===== src/design/uarx_regs.svh =====
// Register map, field positions and sampling constants of the receiver
`ifndef UARX_REGS_SVH
`define UARX_REGS_SVH
// Register byte offsets
`define UARX_OFS_DATA 8'h00
`define UARX_OFS_STAT 8'h04
`define UARX_OFS_CTLB 8'h08
`define UARX_OFS_CTLC 8'h0c
// status_reg_a fields
`define UARX_A_RXC 0
`define UARX_A_FE 1
`define UARX_A_DOR 2
`define UARX_A_UPE 3
`define UARX_A_DBL 4
// control_reg_b fields
`define UARX_B_RXEN 0
`define UARX_B_RXCIE 1
`define UARX_B_RX9 2
`define UARX_B_SIZE2 3
// control_reg_c fields
`define UARX_C_SIZE_LO 0
`define UARX_C_STOP2 2
`define UARX_C_PODD 3
`define UARX_C_PEN 4
// Reset values
`define UARX_RST_CTLB 2'h0
`define UARX_RST_CTLC 5'h03
// Oversampling: samples per bit and vote windows
`define UARX_SPB_NORM 5'h10
`define UARX_SPB_DBL 5'h08
`define UARX_VLO_NORM 5'h08
`define UARX_VHI_NORM 5'h0a
`define UARX_VLO_DBL 5'h04
`define UARX_VHI_DBL 5'h06
// Buffer depth
`define UARX_DEPTH 2'h2
`endif


===== src/design/uarx_pkg.sv =====
// Types shared by the asynchronous receiver
package uarx_pkg;
  typedef enum logic [1:0] {
    ST_IDLE = 2'h0,
    ST_START = 2'h1,
    ST_BITS = 2'h3,
    ST_STOP = 2'h2
  } uarx_state_e;

  typedef struct packed {
    logic [8:0] data;
    logic fe;
    logic dor;
    logic upe;
  } uarx_entry_s;

  typedef struct packed {
    logic sync1;
    logic sync2;
    logic prev;
    uarx_state_e st;
    logic [4:0] cnt;
    logic [1:0] votes;
    logic [3:0] bidx;
    logic [8:0] sh;
    logic pbit;
    logic pen_l;
    logic podd_l;
    logic hold_v;
    uarx_entry_s hold;
    logic dor_pend;
    uarx_entry_s [1:0] fifo;
    logic wp;
    logic rp;
    logic [1:0] level;
    logic rx_en;
    logic rxc_ie;
    logic size2;
    logic dbl;
    logic [1:0] size_lo;
    logic stop2;
    logic podd;
    logic pen;
    logic [31:0] prdata;
  } uarx_state_s;
endpackage : uarx_pkg


===== src/design/uarx_receiver.sv =====
// Asynchronous serial receiver with two-entry buffer and APB registers
// Notes on behaviour
// - Receive-complete flag is one exactly while an unread character is buffered.
// - Clearing receiver enable empties the buffer, dropping the complete flag.
// - Interrupt request holds while flag, its enable and global enable are set.
// - Error flags buffered with character; data read advances to next entry.
// - Status writes never alter frame, overrun or parity error flags.
// - Error flags never raise an interrupt request on their own.
// - Frame error follows only the first stop bit; later stops ignored.
// - Overrun set when buffer full, character waiting and new start seen.
// - Overrun indication clears on the next successful transfer into buffer.
// - With parity checking off, parity error reads zero.
// - Upper parity bit enables checking, lower selects odd or even.
// - Parity error kept only if checking was on at arrival.
// - Disable is immediate: abort reception, drop buffer, release pin.
// - Sample at sixteen times baud, or eight in double speed.
// - Start bit voted on samples 8-10 or 4-6; high majority rejects.
// - After rejection search again; resynchronise on every start bit.
// - Per-bit sequence of sixteen or eight states, sample equals state.
// - Every bit decided by majority of the three centre samples.
// - Zero first stop bit sets the frame error for that character.
// - Next start edge can be seen right after the last stop vote.
// - Setting receiver enable takes over the receive pin.
// - Ninth bit buffered with character and shown in a control bit.
// - Unused upper data bits read as zero for short characters.
`timescale 1ns/1ns
`include "uarx_regs.svh"
module uarx_receiver (
  // Clock and reset
  input wire logic i_clk_sys,
  input wire logic i_resetn,
  // APB slave
  input wire logic i_psel,
  input wire logic i_penable,
  input wire logic i_pwrite,
  input wire logic [7:0] i_paddr,
  input wire logic [31:0] i_pwdata,
  output logic [31:0] o_prdata,
  output logic o_pready,
  output logic o_pslverr,
  // Serial line and baud tick
  input wire logic i_serial_rx_pin,
  input wire logic i_baud_tick,
  // System side
  input wire logic i_global_irq_en,
  output logic o_rx_irq,
  output logic o_rx_pin_override
);
  uarx_pkg::uarx_state_s s_q;
  uarx_pkg::uarx_state_s s_d;

  function automatic logic maj3(input logic [2:0] v);
    maj3 = (v[0] & v[1]) | (v[0] & v[2]) | (v[1] & v[2]);
  endfunction : maj3

  function automatic logic [3:0] data_bits(input logic [2:0] sz);
    case (sz)
      3'h0: data_bits = 4'h5;
      3'h1: data_bits = 4'h6;
      3'h2: data_bits = 4'h7;
      3'h7: data_bits = 4'h9;
      default: data_bits = 4'h8;
    endcase
  endfunction : data_bits

  function automatic logic addr_ok(input logic [7:0] a);
    addr_ok = (a == `UARX_OFS_DATA) || (a == `UARX_OFS_STAT) ||
              (a == `UARX_OFS_CTLB) || (a == `UARX_OFS_CTLC);
  endfunction : addr_ok

  uarx_pkg::uarx_entry_s head;
  logic have;
  logic setup;
  logic acc_wr;
  logic acc_rd;

  assign have = (s_q.level != 2'h0);
  assign head = have ? s_q.fifo[s_q.rp] : '0;
  assign setup = i_psel & ~i_penable;
  assign acc_wr = i_psel & i_penable & i_pwrite;
  assign acc_rd = i_psel & i_penable & ~i_pwrite;

  always_comb begin
    logic smp;
    logic b;
    logic pop;
    logic push;
    logic [4:0] spb;
    logic [4:0] vlo;
    logic [4:0] vhi;
    logic [3:0] nb;
    logic [3:0] nt;
    logic [1:0] lvl;
    uarx_pkg::uarx_entry_s ent;
    s_d = s_q;
    smp = s_q.sync2;
    b = 1'b0;
    pop = 1'b0;
    push = 1'b0;
    ent = '0;
    spb = s_q.dbl ? `UARX_SPB_DBL : `UARX_SPB_NORM;
    vlo = s_q.dbl ? `UARX_VLO_DBL : `UARX_VLO_NORM;
    vhi = s_q.dbl ? `UARX_VHI_DBL : `UARX_VHI_NORM;
    nb = data_bits({s_q.size2, s_q.size_lo});
    nt = nb + {3'h0, s_q.pen_l};
    lvl = s_q.level;
    // Line synchroniser
    s_d.sync1 = i_serial_rx_pin;
    s_d.sync2 = s_q.sync1;

    // Read of the data location pops the head entry
    if (acc_rd && i_paddr == `UARX_OFS_DATA && have) begin
      pop = 1'b1;
      s_d.rp = ~s_q.rp;
      lvl = lvl - 2'h1;
    end
    // Waiting character moves into the buffer when room exists
    if (s_q.hold_v && lvl != `UARX_DEPTH) begin
      push = 1'b1;
      s_d.fifo[s_q.wp] = s_q.hold;
      s_d.fifo[s_q.wp].dor = s_q.dor_pend;
      s_d.dor_pend = 1'b0;
      s_d.wp = ~s_q.wp;
      s_d.hold_v = 1'b0;
      lvl = lvl + 2'h1;
    end
    s_d.level = lvl;

    // Oversampled receive engine
    if (i_baud_tick && s_q.rx_en) begin
      if (s_q.st == uarx_pkg::ST_IDLE) begin
        s_d.prev = smp;
        if (s_q.prev && !smp) begin
          if (s_q.hold_v && s_q.level == `UARX_DEPTH) begin
            s_d.dor_pend = 1'b1;
          end else begin
            s_d.st = uarx_pkg::ST_START;
            // Edge tick was sample one, so the next tick is two
            s_d.cnt = 5'h02;
            s_d.pen_l = s_q.pen;
            s_d.podd_l = s_q.podd;
            s_d.sh = '0;
          end
        end
      end else begin
        s_d.cnt = (s_q.cnt == spb) ? 5'h01 : s_q.cnt + 5'h01;
        if (s_q.cnt >= vlo && s_q.cnt < vhi) begin
          s_d.votes = {s_q.votes[0], smp};
        end
        if (s_q.cnt == vhi) begin
          b = maj3({s_q.votes, smp});
          case (s_q.st)
            uarx_pkg::ST_START: begin
              if (b) begin
                s_d.st = uarx_pkg::ST_IDLE;
                s_d.prev = smp;
              end else begin
                s_d.st = uarx_pkg::ST_BITS;
                s_d.bidx = 4'h0;
              end
            end
            uarx_pkg::ST_BITS: begin
              if (s_q.bidx < nb) begin
                s_d.sh[s_q.bidx] = b;
              end else begin
                s_d.pbit = b;
              end
              s_d.bidx = s_q.bidx + 4'h1;
              if (s_q.bidx + 4'h1 == nt) begin
                s_d.st = uarx_pkg::ST_STOP;
              end
            end
            uarx_pkg::ST_STOP: begin
              ent.data = s_q.sh;
              ent.fe = ~b;
              ent.upe = s_q.pen_l &
                (^s_q.sh ^ s_q.pbit ^ s_q.podd_l);
              ent.dor = 1'b0;
              s_d.hold = ent;
              s_d.hold_v = 1'b1;
              s_d.st = uarx_pkg::ST_IDLE;
              s_d.prev = smp;
            end
            default: s_d.st = uarx_pkg::ST_IDLE;
          endcase
        end
      end
    end

    // Register writes; error flags are not writable
    if (acc_wr) begin
      case (i_paddr)
        `UARX_OFS_STAT: s_d.dbl = i_pwdata[`UARX_A_DBL];
        `UARX_OFS_CTLB: begin
          s_d.rx_en = i_pwdata[`UARX_B_RXEN];
          s_d.rxc_ie = i_pwdata[`UARX_B_RXCIE];
          s_d.size2 = i_pwdata[`UARX_B_SIZE2];
        end
        `UARX_OFS_CTLC: begin
          s_d.size_lo = i_pwdata[`UARX_C_SIZE_LO +: 2];
          s_d.stop2 = i_pwdata[`UARX_C_STOP2];
          s_d.podd = i_pwdata[`UARX_C_PODD];
          s_d.pen = i_pwdata[`UARX_C_PEN];
        end
        default: s_d.prdata = s_q.prdata;
      endcase
    end

    // Read data captured in the setup cycle
    if (setup && !i_pwrite) begin
      s_d.prdata = '0;
      case (i_paddr)
        `UARX_OFS_DATA: s_d.prdata[7:0] = head.data[7:0];
        `UARX_OFS_STAT: begin
          s_d.prdata[`UARX_A_RXC] = have;
          s_d.prdata[`UARX_A_FE] = head.fe;
          s_d.prdata[`UARX_A_DOR] = head.dor;
          s_d.prdata[`UARX_A_UPE] = head.upe;
          s_d.prdata[`UARX_A_DBL] = s_q.dbl;
        end
        `UARX_OFS_CTLB: begin
          s_d.prdata[`UARX_B_RXEN] = s_q.rx_en;
          s_d.prdata[`UARX_B_RXCIE] = s_q.rxc_ie;
          s_d.prdata[`UARX_B_RX9] = head.data[8];
          s_d.prdata[`UARX_B_SIZE2] = s_q.size2;
        end
        `UARX_OFS_CTLC: begin
          s_d.prdata[`UARX_C_SIZE_LO +: 2] = s_q.size_lo;
          s_d.prdata[`UARX_C_STOP2] = s_q.stop2;
          s_d.prdata[`UARX_C_PODD] = s_q.podd;
          s_d.prdata[`UARX_C_PEN] = s_q.pen;
        end
        default: s_d.prdata = '0;
      endcase
    end

    // Disabled receiver: abort and flush, from the disabling write on
    if (!s_d.rx_en) begin
      s_d.st = uarx_pkg::ST_IDLE;
      s_d.prev = 1'b0;
      s_d.level = 2'h0;
      s_d.wp = 1'b0;
      s_d.rp = 1'b0;
      s_d.hold_v = 1'b0;
      s_d.dor_pend = 1'b0;
    end
  end

  always_ff @(posedge i_clk_sys or negedge i_resetn) begin
    if (!i_resetn) begin
      s_q <= '0;
      s_q.st <= uarx_pkg::ST_IDLE;
      {s_q.rxc_ie, s_q.rx_en} <= `UARX_RST_CTLB;
      {s_q.pen, s_q.podd, s_q.stop2, s_q.size_lo} <= `UARX_RST_CTLC;
    end else begin
      s_q <= s_d;
    end
  end

  assign o_prdata = s_q.prdata;
  assign o_pready = 1'b1;
  assign o_pslverr = i_psel & i_penable & ~addr_ok(i_paddr);
  // Error flags take no part in the request
  assign o_rx_irq = have & s_q.rxc_ie & i_global_irq_en;
  assign o_rx_pin_override = s_q.rx_en;
endmodule : uarx_receiver


===== config.mk =====
export PLATFORM = sky130hd
export DESIGN_NAME = uarx_receiver
export DESIGN_NICKNAME = d
export VERILOG_FILES = /design/src/design/uarx_pkg.sv /design/src/design/uarx_receiver.sv
export VERILOG_INCLUDE_DIRS = /design/src /design/src/design
export SDC_FILE = /design/constraint.sdc
export NUM_CORES = 1
export LEC_CHECK = 0
export BUFFER_PORTS_ARGS = -buffer_cell sky130_fd_sc_hd__buf_4
export CAP_MARGIN = 5
export CORE_ASPECT_RATIO = 0.8
export CORE_MARGIN = 4
export CORE_UTILIZATION = 55
export DETAILED_ROUTE_END_ITERATION = 16
export PLACE_DENSITY = 0.86
export SETUP_SLACK_MARGIN = 0.4
export SLEW_MARGIN = 20
export SYNTH_ARGS = -nofsm -noshare
export SYNTH_HDL_FRONTEND = slang
export SYNTH_SLANG_ARGS = --single-unit

===== constraint.sdc =====
create_clock -name i_clk_sys -period 7.91 [get_ports i_clk_sys]
set_input_delay 0.791 -clock i_clk_sys [delete_from_list [all_inputs] [get_ports i_clk_sys]]
set_output_delay 0.791 -clock i_clk_sys [all_outputs]
set_load 0.03 [all_outputs]

==> results of run 1 <==
-- cell type report --
class,instances,area [sq um]
inverters,25,93.8
repair buffers,31,236
fillers,676,3330
well taps,112,140
clock buffers,10,138
flip-flops and latches,86,2150
clock inverters,6,66.3
multi-input cells,321,2320
-- cell usage in the layout, fill, tap and decap left out, types with 20 or more instances in the layout --
cell type | Yosys | routed
ha_1 | 21 | 21
nor2_1 | 27 | 27
dfrtp_1 | 84 | 84
mux2_2 | 41 | 41
nand2_1 | 34 | 34
conb_1 | 2 | 25
buf_4 | 33 | 30
inv_1 | 25 | 25
o21ai_0 | 25 | 25
a21oi_1 | 20 | 20
-- power by group --
| part | total, uW | internal, uW | switching [uW] |
|---|---|---|---|
| clock | 311 | 156 | 155 |
| sequential | 442 | 441 | 1.53 |
| combinational | 44.1 | 10.2 | 33.9 |
-- layer usage --
| metal | up-vias | part of all wire (%) | track usage (%) |
|---|---|---|---|
| li1 | 1571 | - | - |
| met5 | - | 0 | 0 |
| met1 | 1633 | 44 | 25.5 |
| met3 | 16 | 7.3 | 5.33 |
| met4 | 0 | 1.4 | 6.01 |
| met2 | 129 | 47 | 32.3 |
-- worst paths after layout --
| check | from | to | slack, ns | depth (start not counted) |
|---|---|---|---|---|
| max | i_paddr[5] | flop | 4.21 | 9 |
| min | s_d[109]$_DFF_PN0_ | s_q[109]$_DFF_PN0_ | 0.36 | 0 |
| max reg2reg | s_q[41]$_DFF_PN0_ | flop | 4.24 | 10 |
| min reg2reg | s_d[109]$_DFF_PN0_ | s_q[109]$_DFF_PN0_ | 0.36 | 0 |
| max in group asynchronous | i_resetn | asynchronous set/reset pin | 6.91 | 1 |
| min in group asynchronous | i_resetn | o_prdata[5]$_DFFE_PN0P_ | 0.45 | 1 |
-- kinds of logic after synthesis --
family	count (synthesis)
XOR/XNOR	26
flip-flops	86
AO/OA/AOI/OAI	78
other	2
adder cells (fa/ha/maj)	23
buffers and inverters	70
AND/OR/NAND/NOR	110
multiplexers	59
-- through the flow --
stage,std cells,setup slack (ns)
floorplan,477,4.48
global placement,575,3.97
detailed placement,575,3.88
CTS,591,4.22
global route,591,4.03
finish,591,4.21
==> run_results.csv, run 1 <==
group,metric,value,unit
run_status,status,"completed",
clock_network,clock_latency,0.36,ns
synth,syn_area,0.00480,sq mm
synth,ys_async_sr_fraction,100,%
clock_network,cts_hold_buffers,0,
clock_network,cts_buffer_depth,2,
synth,synth_top_cell_by_area,"dfrtp_1",
synth,synth_adder_area_share,5.89,%
global_route,first_global_vias,3342,
global_route,grt.total_usage,19.7,%
placement,port_buffers,31,
timing,hold_violations,0,
drt,drc,0,
placement,placed_area,0.00495,sq mm
timing,fmax,270,MHz
critical_path,crit_fanout,12,
critical_path,slowest_delay,0.85,ns
global_route,grt_pass1_wl,16200,microns
clock_network,root_buffer,"clkbuf_8",
drt,wl_per_cell,16.3,microns
critical_path,startpoint_type,"primary input",
synth,synth-edff-count,0,
cells_and_area,design_area,0.00515,sq mm
critical_path,critical_path.cell_chain,"buf_4 > nor4_1 > nand3_1 > nand3b_4 > mux2i_2 > ha_1 > nand2b_1 > nor2_1 > mux2_2",
floorplan,die_h,91.6,microns
global_route,grt_max_degree,87,
synth,synthCells,454,
clock_network,cts-resized-gates,0,
clock_network,clock-sinks,86,
synth,synth_most_common_cell,"dfrtp_1",
floorplan,io_pins,84,
timing,period_share,46.8,%
cells_and_area,area_delta_synth_final,7.38,%
drt,viasPerCell,5.67,
power,power_leakage,0.00243,uW
synth,synth_top_family_by_area,"multiplexers",
timing,layout_min_cycle_time,3.70,ns
timing,whs,0.359,ns
placement,gp_congestion,0.879,
timing,fin_worst_skew,0.0103,ns
synth,ys_dominant_reg_cell,"dfrtp_1",
critical_path,endpoint_kind,"flop",
timing,tightest_slew,1.07,ns
critical_path,required,8.15,ns
synth,yosys.cell_types.count,56,
timing,rsz0062_at_grt,"no",
synth,syn_avg_cell_area,10.6,sq um
critical_path,crit_arrival,3.95,ns
critical_path,cpMaxStageDelayCell,"nor2_1",
critical_path,path_class,"primary input to flop",
synth,synth_xor_area_share,5.14,%
synth,synth_simple_gate_area_share,11.8,%
cells_and_area,nets,543,
floorplan,die_w,112,microns
floorplan,rows,30,
drt,ant_nets,0,
synth,synth_area_leaders,"dfrtp_1, mux2_2, ha_1",
timing,tns,0,ns
cells_and_area,post-route-util,60.8,%
global_route,grt_remaining_overflow,0,
synth,synth_seq_cells,86,
critical_path,cp_top_family,"simple AND/OR/NAND/NOR gates",
hold_path,min_path_type,"flop to flop",
synth,ys_seq_area_share,44.9,%
clock_network,cts_setup_buffers,0,
cells_and_area,diodes,0,
placement,dp_hpwl,7220,microns
drt,first_pass_iters,6,
floorplan,die_area,0.0103,sq mm
timing,final_max_slew_viol_count,0,
clock_network,numCtsBuffers,9,
synth,synth_common_cells,"dfrtp_1, mux2_2, nand2_1, buf_4, nor2_1",
synth,yosysTopAreaCellShare,43.8,%
clock_network,clkSlewWorstSetupHoldPaths,0.08,ns
drt,vias,3349,
drt,drt_iter0_drc,237,
floorplan,initial_core_util,56.6,%
power,power,797,uW
power,p_per_area,155,mW/mm^2
critical_path,cp.buffers_inverters,1,
global_route,antenna_found_initial,0,
floorplan,coreArea,0.00848,sq mm
synth,ys_warn_count,0,
drt,totalWireLength,9660,microns
cells_and_area,layout-drive-gt1-share,20.9,%
clock_network,cts_tree,"built",
synth,synth_compound_area_share,9.75,%
timing,setup_viol,0,
synth,synthMuxAreaShare,13.9,%
clock_network,h-tree-depth,3,
power,vdd_drop_max,0.0000966,V
timing,relSlewSlack,28.1,%
flow_run,cap_violations,0,
Note: power is estimated with default switching activity, not from simulation.
==> run 2: changes to the inputs <==
==> constraint.sdc (replaced) <==
create_clock -name i_clk_sys -period 3.7 [get_ports i_clk_sys]
set_input_delay 0.37 -clock i_clk_sys [delete_from_list [all_inputs] [get_ports i_clk_sys]]
set_output_delay 0.37 -clock i_clk_sys [all_outputs]
set_load 0.03 [all_outputs]
==> run 2 against run 1 <==
Net effect:
- first-iteration DRC count down 18%
- wire length fell by 1.1%
- die area stayed put
==> run_results.csv, run 2 (same netlist as run 1, synthesis figures left out) <==
group,metric,value,unit
cells_and_area,fillers,680,
global_route,antenna_found_initial,0,
floorplan,initial_core_util,56.6,%
timing,setup_viol,0,
clock_network,h-tree-depth,3,
timing,layout_min_cycle_time,3.12,ns
placement,dp_hpwl,7170,microns
clock_network,clock-sinks,86,
drt,drt_iter0_drc,194,
clock_network,cts_hold_buffers,0,
floorplan,die_h,91.6,microns
timing,tightest_slew,0.781,ns
clock_network,cts_buffer_depth,2,
clock_network,cts_setup_buffers,0,
cells_and_area,mostFrequentLayoutCells,"dfrtp_1, mux2_2, nand2_1, buf_4, nor2_1",
critical_path,path_class,"flop to flop",
timing,setup_slack,0.579,ns
critical_path,endpoint_kind,"flop",
timing,fin_worst_skew,0.0110,ns
global_route,first_global_vias,3152,
run_status,status,"completed",
drt,first_pass_iters,6,
drt,wl_per_cell,16.1,microns
global_route,grt.total_usage,18.8,%
floorplan,die_w,112,microns
power,vdd_drop_max,0.000276,V
floorplan,io_pins,84,
cells_and_area,area_delta_synth_final,7.69,%
timing,hold_violations,0,
floorplan,rows,30,
timing,tns,0,ns
clock_network,numCtsBuffers,9,
global_route,grt_pass1_wl,15400,microns
timing,rsz0062_at_grt,"no",
drt,totalWireLength,9550,microns
critical_path,crit_fanout,12,
timing,final_max_slew_viol_count,0,
power,p_per_area,331,mW/mm^2
timing,period_share,84.4,%
cells_and_area,layout-drive-gt1-share,21.2,%
power,power_leakage,0.00244,uW
drt,viasPerCell,5.57,
critical_path,startpoint_type,"flop",
critical_path,crit_arrival,3.36,ns
clock_network,clock_latency,0.36,ns
drt,ant_nets,0,
cells_and_area,nets,545,
clock_network,cts_tree,"built",
timing,fmax,320,MHz
drt,drc,0,
placement,gp_congestion,0.860,
hold_path,min_path_type,"primary input to asynchronous set/reset pin",
timing,relSlewSlack,46.9,%
flow_run,cap_violations,0,
clock_network,clkSlewWorstSetupHoldPaths,0.09,ns
drt,vias,3301,
global_route,grt_remaining_overflow,0,
placement,pre_cts_ws,0.576,ns
critical_path,required,3.94,ns
placement,port_buffers,31,
clock_network,root_buffer,"clkbuf_8",
cells_and_area,layout_commonest_cell,"dfrtp_1",
cells_and_area,diodes,0,
floorplan,coreArea,0.00848,sq mm
clock_network,cts-resized-gates,0,
global_route,grt_max_degree,87,
floorplan,die_area,0.0103,sq mm
[run 2: worst max-delay path: stages (launching register included)]
cell      delay (ns)
dfrtp_1         0.33
inv_1           0.11
ha_1            0.26
or4_4           0.62
nor2_8          0.14
nand3b_4        0.14
mux2i_2         0.18
ha_1            0.22
nand2b_1        0.26
nor2_1          0.15
buf_4           0.23
mux2_2          0.36
[run 2: final timing paths]
check                                    from                      end  slack [ns]  cells past startpoint
min in group i_clk_sys        i_serial_rx_pin       s_d[109]$_DFF_PN0_        0.12                      1
max in group asynchronous            i_resetn      s_q[89]$_DFFE_PN0P_        3.13                      1
max reg2reg                 s_q[41]$_DFF_PN0_                     flop        0.58                     11
min reg2reg                s_d[109]$_DFF_PN0_       s_q[109]$_DFF_PN0_        0.36                      0
min                                  i_resetn  o_prdata[7]$_DFFE_PN0P_        0.05                      1
max                         s_q[41]$_DFF_PN0_                     flop        0.58                     11
[run 2: layout make-up]
type | count | area, sq um | share of cell area, %
clock inverter | 6 | 66.3 | 1.28
inverter | 25 | 93.8 | 1.82
timing repair buffer | 33 | 251 | 4.87
multi-input combinational | 321 | 2320 | 45.0
sequential | 86 | 2150 | 41.7
clock buffer | 10 | 138 | 2.66
tap | 112 | 140 | 2.71
[run 2: per-layer routing]
layer	track usage (%)	up-vias	part of all wire (%)
met3	4.46	14	7.0
li1	-	1567	-
met2	29.5	131	46
met5	0	-	0
met4	4.70	0	1.1
met1	26.5	1589	46
[run 2: power breakdown]
part | total [uW] | internal, uW | leakage (uW) | switching, uW
combinational | 94.4 | 22.1 | 0.00116 | 72.3
clock | 670 | 334 | 0.000107 | 336
sequential | 945 | 942 | 0.00117 | 3.42
total | 1710 | 1300 | 0.00244 | 412
[run 2: through the flow]
stage | utilization [%] | hold slack, ns | cells | cell area [sq um] | total power [uW]
global placement | 58.5 | 0.339 | 577 | 4960 | 1060
finish | 60.9 | 0.0472 | 593 | 5170 | 1710
floorplan | - | 0.0744 | 477 | 4890 | 1040
CTS | 60.9 | 0.0978 | 593 | 5160 | 1730
detailed placement | 58.5 | 0.344 | 577 | 4960 | 1060
global route | 60.9 | 0.0960 | 593 | 5170 | 1770
